==> src/hdl/fpsc_pkg.sv <==
// constants shared by the fan pwm smoothing/config block
`default_nettype none
package fpsc_pkg;
  // register offsets
  localparam logic [7:0] ADDR_ENH_CFG = 8'h45;
  localparam logic [7:0] ADDR_FAN_CFG = 8'h4a;
  localparam logic [7:0] ADDR_PWM_VAL = 8'h4c;
  // enhanced configuration field positions
  localparam int ENH_HIGH_RES_BIT = 4;
  localparam int ENH_UNSIGNED_BIT = 3;
  localparam int ENH_RATE_LSB = 1;
  localparam int ENH_SMOOTH_BIT = 0;
  // fan pwm / tach configuration field positions
  localparam int FAN_PROG_EN_BIT = 5;
  localparam int FAN_POLARITY_BIT = 4;
  // reset values
  localparam logic FAN_PROG_EN_RST = 1'b1;
  localparam logic [7:0] PWM_VAL_RST = 8'h00;
  // duty scale: high resolution is one count, low resolution sixteen
  localparam logic [7:0] DUTY_STEP_FINE = 8'h01;
  localparam logic [7:0] DUTY_STEP_COARSE = 8'h10;
  localparam logic [7:0] DUTY_FULL = 8'hff;
  // ramp intervals in microseconds; code 10 taken as 91 ms
  localparam int CLK_MHZ = 100;
  localparam int RAMP_T0_US = 23000;
  localparam int RAMP_T1_US = 46000;
  localparam int RAMP_T2_US = 91000;
  localparam int RAMP_T3_US = 182000;
  localparam int RAMP_CYC0 = RAMP_T0_US * CLK_MHZ;
  localparam int RAMP_CYC1 = RAMP_T1_US * CLK_MHZ;
  localparam int RAMP_CYC2 = RAMP_T2_US * CLK_MHZ;
  localparam int RAMP_CYC3 = RAMP_T3_US * CLK_MHZ;
  localparam int RAMP_CNT_W = 25;
endpackage
`default_nettype wire

==> src/hdl/fpsc_top.sv <==
// fan pwm configuration, smoothing ramp and open-drain output stage
`timescale 1ns/100ps
`default_nettype none
// Operation
// - with the format bit clear the setpoints are read as signed values.
// - with the format bit set the setpoints are read as unsigned values.
// - the two-bit ramp rate picks the interval between smoothing steps.
// - the ramp rate field only takes writes while programming is enabled.
// - the smoothing enable bit only takes writes while programming is enabled.
// - smoothing off applies duty changes at once, on ramps at the chosen rate.
// - spin-up and critical override bypass smoothing; only table moves ramp.
// - smoothing only acts at the 22.5 kHz pwm frequency.
// - bits 7:6 of the fan configuration register always read zero.
// - with programming disabled, pwm value and smoothing bits ignore writes.
// - with programming disabled, duty comes from the table and reads back.
// - with programming enabled, a pwm value write sets the output duty.
// - polarity 0 pulls the pin low for fan off and releases it for fan on.
// - polarity 1 releases the pin for fan off and pulls it low for fan on.
// - high resolution at 22.5 kHz gives fine steps instead of 6.25 percent.
module fpsc_top
  import fpsc_pkg::*;
#(
  parameter int RAMP_CYCLES0 = RAMP_CYC0,
  parameter int RAMP_CYCLES1 = RAMP_CYC1,
  parameter int RAMP_CYCLES2 = RAMP_CYC2,
  parameter int RAMP_CYCLES3 = RAMP_CYC3
) (
  // clock and reset
  input wire logic I_SYS_CLK,
  input wire logic I_RESETN,
  // register port
  input wire logic I_REG_WR,
  input wire logic [7:0] I_REG_ADDR,
  input wire logic [7:0] I_REG_WDATA,
  output logic [7:0] O_REG_RDATA,
  // duty sources from the rest of the fan controller
  input wire logic [7:0] I_TABLE_DUTY,
  input wire logic I_SPINUP_ACTIVE,
  input wire logic [7:0] I_SPINUP_DUTY,
  input wire logic I_CRIT_OVERRIDE,
  input wire logic I_FREQ_22K5,
  input wire logic I_PWM_STEP_EN,
  // setpoint interpretation
  input wire logic [10:0] I_SETPOINT_RAW,
  output logic signed [11:0] O_SETPOINT_VALUE,
  output logic O_SETPOINT_UNSIGNED,
  // status and open-drain pwm pin
  output logic [7:0] O_DUTY,
  output logic O_PWM_O,
  output logic O_PWM_OE
);
  // ---------------------------------------------------------------
  // registers
  // ---------------------------------------------------------------
  logic [2:0] enh_misc_reg;
  logic unsigned_reg;
  logic [1:0] rate_reg;
  logic smooth_en_reg;
  logic prog_en_reg;
  logic polarity_reg;
  logic [3:0] fan_misc_reg;
  logic [7:0] pwm_val_reg;
  logic [7:0] duty_reg;
  logic [7:0] duty_next;
  logic [7:0] pwm_cnt_reg;

  wire wr_enh = I_REG_WR && (I_REG_ADDR == ADDR_ENH_CFG);
  wire wr_fan = I_REG_WR && (I_REG_ADDR == ADDR_FAN_CFG);
  wire wr_val = I_REG_WR && (I_REG_ADDR == ADDR_PWM_VAL);
  wire wr_smooth = wr_enh && prog_en_reg;

  always_ff @(posedge I_SYS_CLK or negedge I_RESETN) begin
    if (!I_RESETN) begin
      enh_misc_reg <= 3'h0;
      unsigned_reg <= 1'b0;
      rate_reg <= 2'h0;
      smooth_en_reg <= 1'b0;
      prog_en_reg <= FAN_PROG_EN_RST;
      polarity_reg <= 1'b0;
      fan_misc_reg <= 4'h0;
      pwm_val_reg <= PWM_VAL_RST;
    end else begin
      if (wr_enh) begin
        enh_misc_reg <= I_REG_WDATA[6:4];
        unsigned_reg <= I_REG_WDATA[ENH_UNSIGNED_BIT];
      end
      if (wr_smooth) begin
        rate_reg <= I_REG_WDATA[ENH_RATE_LSB +: 2];
        smooth_en_reg <= I_REG_WDATA[ENH_SMOOTH_BIT];
      end
      if (wr_fan) begin
        prog_en_reg <= I_REG_WDATA[FAN_PROG_EN_BIT];
        polarity_reg <= I_REG_WDATA[FAN_POLARITY_BIT];
        fan_misc_reg <= I_REG_WDATA[3:0];
      end
      if (wr_val && prog_en_reg) begin
        pwm_val_reg <= I_REG_WDATA;
      end
    end
  end

  // ---------------------------------------------------------------
  // read mux
  // ---------------------------------------------------------------
  wire [7:0] enh_rd = {1'b0, enh_misc_reg, unsigned_reg, rate_reg, smooth_en_reg};
  wire [7:0] fan_rd = {2'b00, prog_en_reg, polarity_reg, fan_misc_reg};
  assign O_REG_RDATA = (I_REG_ADDR == ADDR_ENH_CFG) ? enh_rd :
                       (I_REG_ADDR == ADDR_FAN_CFG) ? fan_rd :
                       (I_REG_ADDR == ADDR_PWM_VAL) ? duty_reg : 8'h00;

  // ---------------------------------------------------------------
  // setpoint format
  // ---------------------------------------------------------------
  assign O_SETPOINT_UNSIGNED = unsigned_reg;
  assign O_SETPOINT_VALUE = unsigned_reg ? $signed({1'b0, I_SETPOINT_RAW}) :
                            $signed({I_SETPOINT_RAW[10], I_SETPOINT_RAW});

  // ---------------------------------------------------------------
  // duty selection and smoothing ramp
  // ---------------------------------------------------------------
  wire fine = enh_misc_reg[ENH_HIGH_RES_BIT - 4] && I_FREQ_22K5;
  wire [7:0] step = fine ? DUTY_STEP_FINE : DUTY_STEP_COARSE;
  wire [7:0] table_duty = fine ? I_TABLE_DUTY : (I_TABLE_DUTY & 8'hf0);
  // override and spin-up win over the table and the programmed value
  wire [7:0] target = I_CRIT_OVERRIDE ? DUTY_FULL :
                      I_SPINUP_ACTIVE ? I_SPINUP_DUTY :
                      prog_en_reg ? pwm_val_reg : table_duty;
  wire ramp_mode = smooth_en_reg && I_FREQ_22K5 && !prog_en_reg &&
                   !I_CRIT_OVERRIDE && !I_SPINUP_ACTIVE;
  wire ramp_busy = ramp_mode && (duty_reg != target);
  wire ramp_tick;
  wire up = target > duty_reg;
  wire [7:0] gap = up ? target - duty_reg : duty_reg - target;

  fpsc_ramp_tick #(
    .CYC0(RAMP_CYCLES0),
    .CYC1(RAMP_CYCLES1),
    .CYC2(RAMP_CYCLES2),
    .CYC3(RAMP_CYCLES3)
  ) u_ramp_tick (
    .i_clk(I_SYS_CLK),
    .i_resetn(I_RESETN),
    .i_run(ramp_busy),
    .i_rate(rate_reg),
    .o_tick(ramp_tick)
  );

  always_comb begin
    duty_next = duty_reg;
    if (!ramp_mode) begin
      duty_next = target;
    end else if (ramp_tick) begin
      if (gap <= step) begin
        duty_next = target;
      end else if (up) begin
        duty_next = duty_reg + step;
      end else begin
        duty_next = duty_reg - step;
      end
    end
  end

  always_ff @(posedge I_SYS_CLK or negedge I_RESETN) begin
    if (!I_RESETN) begin
      duty_reg <= PWM_VAL_RST;
      pwm_cnt_reg <= 8'h00;
    end else begin
      duty_reg <= duty_next;
      if (I_PWM_STEP_EN) begin
        pwm_cnt_reg <= pwm_cnt_reg + 8'h01;
      end
    end
  end

  // ---------------------------------------------------------------
  // open-drain output stage
  // ---------------------------------------------------------------
  wire fan_on = (pwm_cnt_reg < duty_reg) || (duty_reg == DUTY_FULL);
  assign O_DUTY = duty_reg;
  assign O_PWM_O = 1'b0;
  // the pin only ever pulls low; the fan pull-up makes the open level
  assign O_PWM_OE = polarity_reg ? fan_on : !fan_on;
endmodule // fpsc_top
`default_nettype wire

==> src/hdl/fpsc_ramp_tick.sv <==
// ramp interval divider: one-cycle tick per selected smoothing interval
`timescale 1ns/100ps
`default_nettype none
module fpsc_ramp_tick
  import fpsc_pkg::*;
#(
  parameter int CYC0 = RAMP_CYC0,
  parameter int CYC1 = RAMP_CYC1,
  parameter int CYC2 = RAMP_CYC2,
  parameter int CYC3 = RAMP_CYC3
) (
  input wire logic i_clk,
  input wire logic i_resetn,
  input wire logic i_run,
  input wire logic [1:0] i_rate,
  output logic o_tick
);
  logic [RAMP_CNT_W-1:0] cnt_reg;
  logic [RAMP_CNT_W-1:0] cnt_next;
  wire [RAMP_CNT_W-1:0] limit = (i_rate == 2'h0) ? RAMP_CNT_W'(CYC0 - 1) :
                                (i_rate == 2'h1) ? RAMP_CNT_W'(CYC1 - 1) :
                                (i_rate == 2'h2) ? RAMP_CNT_W'(CYC2 - 1) :
                                RAMP_CNT_W'(CYC3 - 1);
  wire at_limit = (cnt_reg >= limit);
  // idle resets the count so a new ramp waits a full interval first
  assign cnt_next = (!i_run || at_limit) ? '0 : cnt_reg + RAMP_CNT_W'(1);
  assign o_tick = i_run && at_limit;
  always_ff @(posedge i_clk or negedge i_resetn) begin
    if (!i_resetn) begin
      cnt_reg <= '0;
    end else begin
      cnt_reg <= cnt_next;
    end
  end
endmodule // fpsc_ramp_tick
`default_nettype wire

==> config.mk <==
export PLATFORM = sky130hd
export DESIGN_NAME = fpsc_top
export DESIGN_NICKNAME = d
export VERILOG_FILES = /design/src/hdl/fpsc_pkg.sv /design/src/hdl/fpsc_top.sv /design/src/hdl/fpsc_ramp_tick.sv
export SDC_FILE = /design/constraint.sdc
export NUM_CORES = 1
export LEC_CHECK = 0
export BUFFER_PORTS_ARGS = -buffer_cell sky130_fd_sc_hd__buf_2
export CORE_MARGIN = 2
export CORE_UTILIZATION = 55
export DETAILED_ROUTE_END_ITERATION = 8
export GPL_TIMING_DRIVEN = 1
export HOLD_SLACK_MARGIN = 0.08
export PLACE_DENSITY = 0.83
export SYNTH_ARGS = -nofsm -noshare
export SYNTH_HDL_FRONTEND = slang
export SYNTH_SLANG_ARGS = --single-unit
==> constraint.sdc <==
create_clock -name I_SYS_CLK -period 15.29 [get_ports I_SYS_CLK]
set_input_delay 0 -clock I_SYS_CLK [delete_from_list [all_inputs] [get_ports I_SYS_CLK]]
set_output_delay 0 -clock I_SYS_CLK [all_outputs]
set_load 0.1 [all_outputs]
### After elaboration in Yosys (flattened, before gate mapping)

Cells that the tools add are included.

* magnitude comparators: 4
* $add $sub $neg: 6
* multiplexer cells: 19
* reductions and logical operators: 20
* equal/unequal tests: 8

Operators with widths (number)
* 25-bit two-way mux: 4
* 8-bit two-way mux: 11
* 25-bit by 1-bit adder with 25-bit output, second input constant: 1
* 25-bit greater-or-equal comparator: 1
* 8-bit by 7-bit equality test with 1-bit output, second input constant: 3
* 8-bit subtractor: 2
* 1-bit logical AND: 12
* 12-bit two-way mux: 1
* 8-bit by 1-bit adder with 8-bit output, second input constant: 1
* 8-bit by 5-bit adder with 8-bit output: 1
* 8-bit equality test, second input constant: 1
* 8-bit greater-than comparator: 1
* 8-bit by 5-bit less-or-equal comparator with 1-bit output: 1
* 8-bit less-than comparator: 1
* 8-bit inequality test: 1
* 8-bit by 5-bit subtractor with 8-bit output: 1
* 1-bit zero test: 5
* 5-bit two-way mux: 1
* 4-bit two-way mux: 1
* 2-bit by 1-bit equality test with 1-bit output, second input constant: 1
* 2-bit equality test, second input constant: 1
* 2-bit zero test: 1
* 1-bit logical OR: 2
* 2-bit by 1-bit inequality test with 1-bit output, second input constant: 1
* 1-bit two-way mux: 1

* register bits: 62
* word-level logic and storage cells: 68
* input bits: 50
* output and inout port bits: 31

### Longest topological paths before layout

Gate-level depths: netlist (run 1).

* depth in word-level cells: 11
* gate-level depth with buffers: 22
* mapped depth without buffers: 20

### Modules after synthesis

A second synthesis (run 1) with hierarchy kept.

* cell total of the unflattened synthesis: 560
* area total of the unflattened synthesis: 5246.3 um2

Modules (own cells, without submodules)
* fpsc_top: instances 1, cells each 373, seq. area each 927.1 um2, area an instance 3437.0 um2
* fpsc_ramp_tick: instances 1, cells each 187, seq. area each 625.6 um2, area an instance 1809.2 um2

### Worst setup path before layout (run 1)

No wires, ideal clock.

* path kind: register -> output
* start point: register duty_reg[1] (netlist: O_DUTY[1])
* end point: output O_PWM_OE
* data required time: 15.290 ns
* stages on the path, launching flop included: 9
* slack: 9.339 ns
* arrival: 5.951 ns
* cells stage by stage: dfrtp_1 > inv_1 > ha_1 > a21o_1 > a21o_1 > a21o_1 > a211oi_1 > o21bai_1 > o311ai_0

* word-level cells in the longest chain between the ends: 4

RTL lines
* from (decl): line fpsc_top.sv:63 `logic [7:0] duty_reg;`
* from (signal assigned): line fpsc_top.sv:168 `duty_reg <= duty_next;`
* 8-bit less-than comparator / 8-bit equality test (equally long branches): line fpsc_top.sv:178 `wire fan_on = (pwm_cnt_reg < duty_reg) || (duty_reg == DUTY_FULL);`
* 1-bit logical OR *: line fpsc_top.sv:178
* 1-bit zero test: line fpsc_top.sv:182 `assign O_PWM_OE = polarity_reg ? fan_on : !fan_on;`
* 1-bit two-way mux *: line fpsc_top.sv:182
* to (decl): line fpsc_top.sv:50 `output logic O_PWM_OE`

Mark *: on every way between the ends. The rest lies on a longest branch, timed or not.

### Worst setup path in the final report (run 1)

* start point: register prog_en_reg
* end point: register duty_reg[1] (netlist: O_DUTY[1])

* word-level cells in the longest chain between the ends: 9

RTL lines
* from (decl): line fpsc_top.sv:59 `logic prog_en_reg;`
* from (signal assigned): line fpsc_top.sv:92 `prog_en_reg <= I_REG_WDATA[FAN_PROG_EN_BIT];`
* 8-bit two-way mux: line fpsc_top.sv:127 `prog_en_reg ? pwm_val_reg : table_duty;`
* 8-bit two-way mux: line fpsc_top.sv:126 `I_SPINUP_ACTIVE ? I_SPINUP_DUTY :`
* 8-bit two-way mux: line fpsc_top.sv:125 `wire [7:0] target = I_CRIT_OVERRIDE ? DUTY_FULL :`
* 8-bit subtractor / 8-bit greater-than comparator (equally long branches): line fpsc_top.sv:133, fpsc_top.sv:132
* 8-bit two-way mux: line fpsc_top.sv:133 `wire [7:0] gap = up ? target - duty_reg : duty_reg - target;`
* 8-bit by 5-bit less-or-equal comparator with 1-bit output: line fpsc_top.sv:153 `if (gap <= step) begin`
* 8-bit two-way mux: line fpsc_top.sv:153
* 8-bit two-way mux: line fpsc_top.sv:152 `end else if (ramp_tick) begin`
* 8-bit two-way mux: line fpsc_top.sv:150 `if (!ramp_mode) begin`

Several ways; a longest one is shown, not always the timed one. The select of a mux whose other input is x is not followed.
A chain may end at the register's enable or synchronous reset.

==> impl_metrics.csv, run 1 <==
group,metric,value,unit
power,p_clk_share,33.0,%
routing,ant_nets,0,
critical_path,arrival,5.31,ns
sta,post-route-period-util,33.5,%
layout,final_common_cell,"dfrtp_1",
cts,ctsHoldBuffers,20,
power,leakage,2.72,nW
power,p_sw_share,35.3,%
power,pwr-share-seq,37.6,%
placement,hpwlAfterDp,9210,µm
power,p_sw,0.181,mW
yosys,seq_area_frac_synth,31.5,%
critical_path,path_class,"flip-flop to flip-flop",
cts,cts_tree,"done",
critical_path,crit_path_end_kind,"flip-flop",
critical_path,worstPathRequired,15.48,ns
sta,fin_skew,0.00855,ns
routing,routedWlPerCell,17.6,µm
yosys,synth_area,4940,µm²
cts,cts_sinks,62,
die,dieArea,9750,µm²
cts,cts_max_level,3,
yosys,async_flop_share,100,%
flow_run,cap_violations,0,
power,power.density,90.3,nW/µm²
sta,maxSlewViolCount,0,
cts,clkLatencyLatePin,0.35,ns
sta,fmax,195,MHz
critical_path,cp_num_buf_inv,3,
die,fp.dieH,98.7,µm
yosys,synth.distinct_cells,63,
yosys,synth_mux_area_share,7.48,%
sta,setup_violations,0,
sta,fin_crit,5.12,ns
yosys,ys_top_cells_by_area,"dfrtp_1, ha_1, mux2_2",
yosys,yosys.area_share.simple,17.1,%
global_route,grt_pass1_vias,4198,
power,intPower,0.331,mW
routing,drt_pass1_iterations,5,
yosys,synth_top_area_share,30.9,%
power,comb_power_share,29.4,%
cts,cts-root-buf,"clkbuf_8",
yosys,yosys_warnings,0,
cts,numCtsBuffers,9,
critical_path,critPathMaxStageDelay,0.66,ns
layout,diodes,0,
layout,largest_reg_flops,25,
yosys,yosys_register_bits,62,
layout,nNetsFinal,696,
critical_path,crit_top_cell,"a21o_1",
critical_path,slowest_stage,"dfstp_2",
yosys,synth-xor-area-share,7.78,%
layout,area_delta_synth_final,14.8,%
critical_path,crit_fanout,12,
critical_path,path_cells,"mux2_2 -> mux2_2 -> nor2_1 -> inv_1 -> ha_1 -> a21o_1 -> a21o_1 -> o311a_4 -> inv_6 -> mux2i_1 -> xnor2_1 -> ha_1 -> inv_1 -> a21o_1 -> o21ai_0 -> nor4_1 -> a211oi_1 -> nor4b_4 -> a31o_2 -> a221oi_1",
placement,portBuffers,59,
status,status,"finished clean",
sta,max_slew_margin,35.0,%
layout,drive_gt1_share,21.0,%
routing,drc_errors,0,
die,coreArea,8720,µm²
yosys,synth_flop_cell,"dfrtp_1",
die,die_x,98.7,µm
die,boundaryPins,81,
layout,layout_common_cells,"dfrtp_1, buf_2, ha_1, nor2_1, inv_1",
cts,clockBufferDepth,2,
global_route,grtUsageTotal,26.2,%
yosys,avgSynthCellArea,9.57,µm²
global_route,grt_overflow,0,
cts,clk_pin_slew,0.07,ns
routing,via_per_inst,6.11,
global_route,grt_pass1_wl,20400,µm
routing,wl,12300,µm
critical_path,cp-start-kind,"flip-flop",
yosys,synth_top_family_by_area,"simple AND/OR/NAND/NOR gates",
yosys,synth_edf_count,0,
global_route,grt_start_max_net_pins,63,
yosys,synthCells,516,
cts,cts_resized,0,
layout,stdcell_count,698,
critical_path,crit_family,"compound AO/OA/AOI/OAI gates",
layout,fill_cells,687,
power,peakVddDrop,0.0000583,V
worst_hold_path,hold_path.class,"primary input to flip-flop",
global_route,antenna_found_initial,0,
sta,hold_viol,0,
placement,dp_cells,662,
sta,final.setup.tns,0,ns
die,num_rows,34,
yosys,syn_nets,627,
placement,globalplace.congestion,0.888,
yosys,yosysTopAreaCell,"dfrtp_1",
sta,rsz0062_at_grt,"false",
yosys,synth_compound_area_share,14.3,%
die,start_util,56.6,%
cts,post_cts_buffers,0,
routing,vias,4264,
yosys,synthAdderAreaFrac,15.9,%
routing,drtIter0Drc,332,
sta,worstMarginPinSlew,0.972,ns
-- cell usage after synthesis, types with 2 or more instances --
master and count:
mux2_2 31, a22o_1 5, a211oi_2 2, o21ai_0 10, or2_2 2, nor3_1 15, and3_1 7, xnor2_1 18
clkbuf_1 7, o311a_1 2, a21o_1 10, a211oi_1 18, xor2_1 24, and4_1 4, a221oi_1 4, a21oi_1 13
nor4_1 2, buf_2 3, nor2b_1 5, nand3_1 17, a222oi_1 6, nor2_1 54, o2111ai_1 2, o21a_1 2
buf_4 12, a31oi_1 2, nand2b_1 8, ha_1 58, nand2_1 27, nand4_1 12, dfrtp_1 61, mux2i_1 2
fa_1 3, o211ai_1 3, inv_1 37
-- path summary, 6_finish.rpt --
kind | start | end | slack (ns) | cells after the start
max in group asynchronous | I_RESETN | O_DUTY[5] | 14.40 | 3
setup / recovery | prog_en_reg | O_DUTY[1] | 10.17 | 20
hold reg to reg | pwm_cnt_reg[7] | pwm_cnt_reg[7] | 0.48 | 1
min in group asynchronous | I_RESETN | u_ramp_tick.cnt_reg[2] | 0.35 | 3
hold / removal | I_TABLE_DUTY[3] | O_DUTY[3] | 0.12 | 3
setup reg to reg | prog_en_reg | O_DUTY[1] | 10.17 | 20
-- stage by stage --
stage	hold slack [ns]	util (%)	setup WS, ns	cell area, µm²	power (mW)
after floorplan	-0.296	-	9.34	4940	0.308
after detailed placement	0.000739	60.1	10.23	5240	0.329
final	0.119	65.0	10.17	5670	0.512
after global routing	0.111	65.0	9.73	5670	0.538
after global placement	0.000739	60.1	10.39	5240	0.324
after CTS	0.101	65.0	10.19	5670	0.513
-- worst min-delay path, delay by kind of cell --
kind | cells | cell delay (ns)
AO/OA/AOI/OAI | 2 | 0.33
buffers and inverters | 1 | 0.08
-- power groups by stage --
stage	clock network, mW	registers, mW	logic (mW)
after floorplan	0	0.201	0.108
after global placement	0	0.194	0.130
after detailed placement	0	0.195	0.134
after CTS	0.171	0.192	0.150
after global routing	0.178	0.194	0.165
final	0.169	0.193	0.151
-- routing by layer --
metal	vias up	track usage [%]	part of all wire [%]
met5	-	0	0
met4	0	9.38	2.5
met3	30	5.04	6.8
met2	180	41.5	46
met1	2068	36.0	45
li1	1986	-	-
-- layout make-up --
class                           count  area (µm²)  area share, %
Clock buffer                       10         138           2.43
Tap cell                          108         135           2.38
Multi-Input combinational cell    393        3090           54.6
Sequential cell                    62        1550           27.4
Clock inverter                      6        91.3           1.61
Inverter                           38         148           2.60
Timing Repair Buffer               81         510           9.01
-- cell families (layout without fill, tap and decap cells) --
kind of cell	count (synthesis)	count (layout)
buf+inv	61	135
xor+xnor	43	43
other cells	1	1
flops	62	62
mux	33	33
compound gates	91	91
simple gates	164	164
fa+ha+maj	61	61
Power figures use the tool's default switching activity.
==> run 2: changes to the inputs <==
==> constraint.sdc (replaced) <==
create_clock -name I_SYS_CLK -period 5.25 [get_ports I_SYS_CLK]
set_input_delay 0 -clock I_SYS_CLK [delete_from_list [all_inputs] [get_ports I_SYS_CLK]]
set_output_delay 0 -clock I_SYS_CLK [all_outputs]
set_load 0.1 [all_outputs]
==> run 2 against run 1 <==
  * Sequential share of layout area fell by 0.35 points
  * Maximum frequency up 2.8%
  * Routed wire length shrank 0.31%
  * Worst setup slack worse by 9.9 ns
  * Non-clock buffer count rose by 8
  * First-iteration DRC count is 15% lower
  * Clock skew grew 0.0044 ns
  * Via count decreased by 1.3%
  * Die area unchanged
  * Critical path type unchanged
  * Largest cell class unchanged
  * Largest power group unchanged
==> impl_metrics.csv, run 2 (synthesis results as in run 1) <==
group,metric,value,unit
status,status,"finished clean",
placement,dp_cells,667,
critical_path,worstPathRequired,5.51,ns
die,die_x,98.7,µm
power,leakage,2.76,nW
layout,largest_reg_flops,25,
global_route,grt_pass1_wl,20600,µm
worst_hold_path,min_from,"I_REG_WR",
cts,cts_tree,"done",
die,boundaryPins,81,
layout,final_common_cell,"dfrtp_1",
power,peakVddDrop,0.000213,V
layout,stdcell_count,706,
cts,numCtsBuffers,9,
routing,drtIter0Drc,283,
critical_path,arrival,5.24,ns
critical_path,worstSetupStartpoint,"prog_en_reg",
critical_path,crit_path_end_kind,"flip-flop",
routing,ant_nets,0,
routing,routedWlPerCell,17.3,µm
power,p_sw_share,36.4,%
layout,nNetsFinal,704,
cts,clockBufferDepth,2,
power,comb_power_share,30.3,%
cts,cts-root-buf,"clkbuf_8",
die,num_rows,34,
worst_hold_path,hold_path.class,"primary input to flip-flop",
die,start_util,56.6,%
power,power.density,264,nW/µm²
critical_path,cp-start-kind,"flip-flop",
placement,portBuffers,59,
power,p_clk_share,32.6,%
sta,fin_crit,4.98,ns
cts,cts_sinks,62,
global_route,grt_pass1_vias,4201,
power,intPower,0.964,mW
sta,final.setup.tns,0,ns
die,fp.dieH,98.7,µm
critical_path,worstReg2RegStart,"prog_en_reg",
global_route,grt_start_max_net_pins,63,
sta,worstMarginPinSlew,0.972,ns
layout,layout_common_cells,"dfrtp_1, buf_2, ha_1, nor2_1, inv_1",
cts,clkLatencyLatePin,0.36,ns
routing,drt_pass1_iterations,5,
power,pwr-share-seq,37.1,%
sta,rsz0062_at_grt,"false",
critical_path,path_class,"flip-flop to flip-flop",
layout,utilization,65.8,%
sta,fmax,201,MHz
layout,area_delta_synth_final,16.3,%
sta,maxSlewViolCount,0,
placement,hpwlAfterDp,9120,µm
critical_path,crit_fanout,11,
die,dieArea,9750,µm²
layout,diodes,0,
global_route,grt_overflow,0,
routing,wl,12200,µm
sta,post-route-period-util,94.9,%
power,p_sw,0.551,mW
routing,drc_errors,0,
placement,globalplace.congestion,0.896,
global_route,antenna_found_initial,0,
routing,via_per_inst,5.96,
cts,cts_max_level,3,
sta,hold_viol,0,
sta,setup_violations,0,
die,coreArea,8720,µm²
routing,vias,4210,
flow_run,cap_violations,0,
sta,max_slew_margin,35.0,%
layout,drive_gt1_share,22.6,%
sta,fin_skew,0.0129,ns
global_route,grtUsageTotal,26.4,%
cts,clk_pin_slew,0.08,ns
run 2: power by group through the flow:
stage / registers [mW] / clock network [mW] / logic (mW)
detailed placement: 0.568 / 0 / 0.399
global placement: 0.566 / 0 / 0.389
finish: 0.562 / 0.494 / 0.459
floorplan: 0.584 / 0 / 0.314
global route: 0.567 / 0.520 / 0.498
CTS: 0.560 / 0.496 / 0.448
run 2: worst paths after layout:
| path | cells past startpoint | to | slack, ns |
|---|---|---|---|
| worst max-delay path | 22 | O_DUTY[5] | 0.27 |
| worst min-delay path | 3 | rate_reg[0] | 0.11 |
| worst max register to register | 22 | O_DUTY[5] | 0.27 |
| worst min register to register | 1 | pwm_cnt_reg[7] | 0.48 |
| max in group asynchronous | 3 | O_DUTY[2] | 4.36 |
| min in group asynchronous | 3 | u_ramp_tick.cnt_reg[14] | 0.35 |
run 2: routing by layer:
layer	vias to the layer above	GRT usage, %	wire length (µm)
li1	1998	-	-
met1	1995	36.3	5500
met2	185	40.7	5500
met3	32	5.60	894
met4	0	10.7	354
met5	-	0	0
run 2: cell type report:
type,instances,area [µm²]
clock buffer,9,124
clock inverter,7,104
fill,670,2980
inverter,38,148
multi-input combinational,393,3110
sequential,62,1550
tap,108,135
timing repair buffer,89,571
run 2: worst max-delay path, cell delays in order (launching register included):
cell,delay [ns]
dfstp_2,0.64
buf_4,0.14
mux2_2,0.32
mux2_2,0.26
nor2_1,0.22
inv_1,0.08
ha_1,0.35
nand3_1,0.16
a211oi_2,0.06
o311a_4,0.42
inv_6,0.11
mux2i_1,0.21
xnor2_1,0.08
ha_1,0.19
inv_1,0.07
a21o_1,0.12
o21ai_0,0.13
nor3_1,0.28
a211oi_2,0.13
nor4b_4,0.40
buf_4,0.21
a211oi_1,0.08
a211oi_1,0.21
run 2: repair_timing:
action	CTS	global route
gates resized for setup	0	3
buffers inserted	0	3
hold buffers	20	0
hold endpoints to repair	98	0
setup endpoints to repair	0	8
run 2: through the flow:
step	total power [mW]	hold WS (ns)	cell area, µm²	worst slack, ns
finish	1.51	0.107	5740	0.266
global placement	0.955	0.000681	5280	0.386
detailed placement	0.966	0.000681	5280	0.222
global route	1.58	0.103	5740	0.0196
CTS	1.50	0.100	5700	0.177
floorplan	0.898	-0.296	4940	0.429
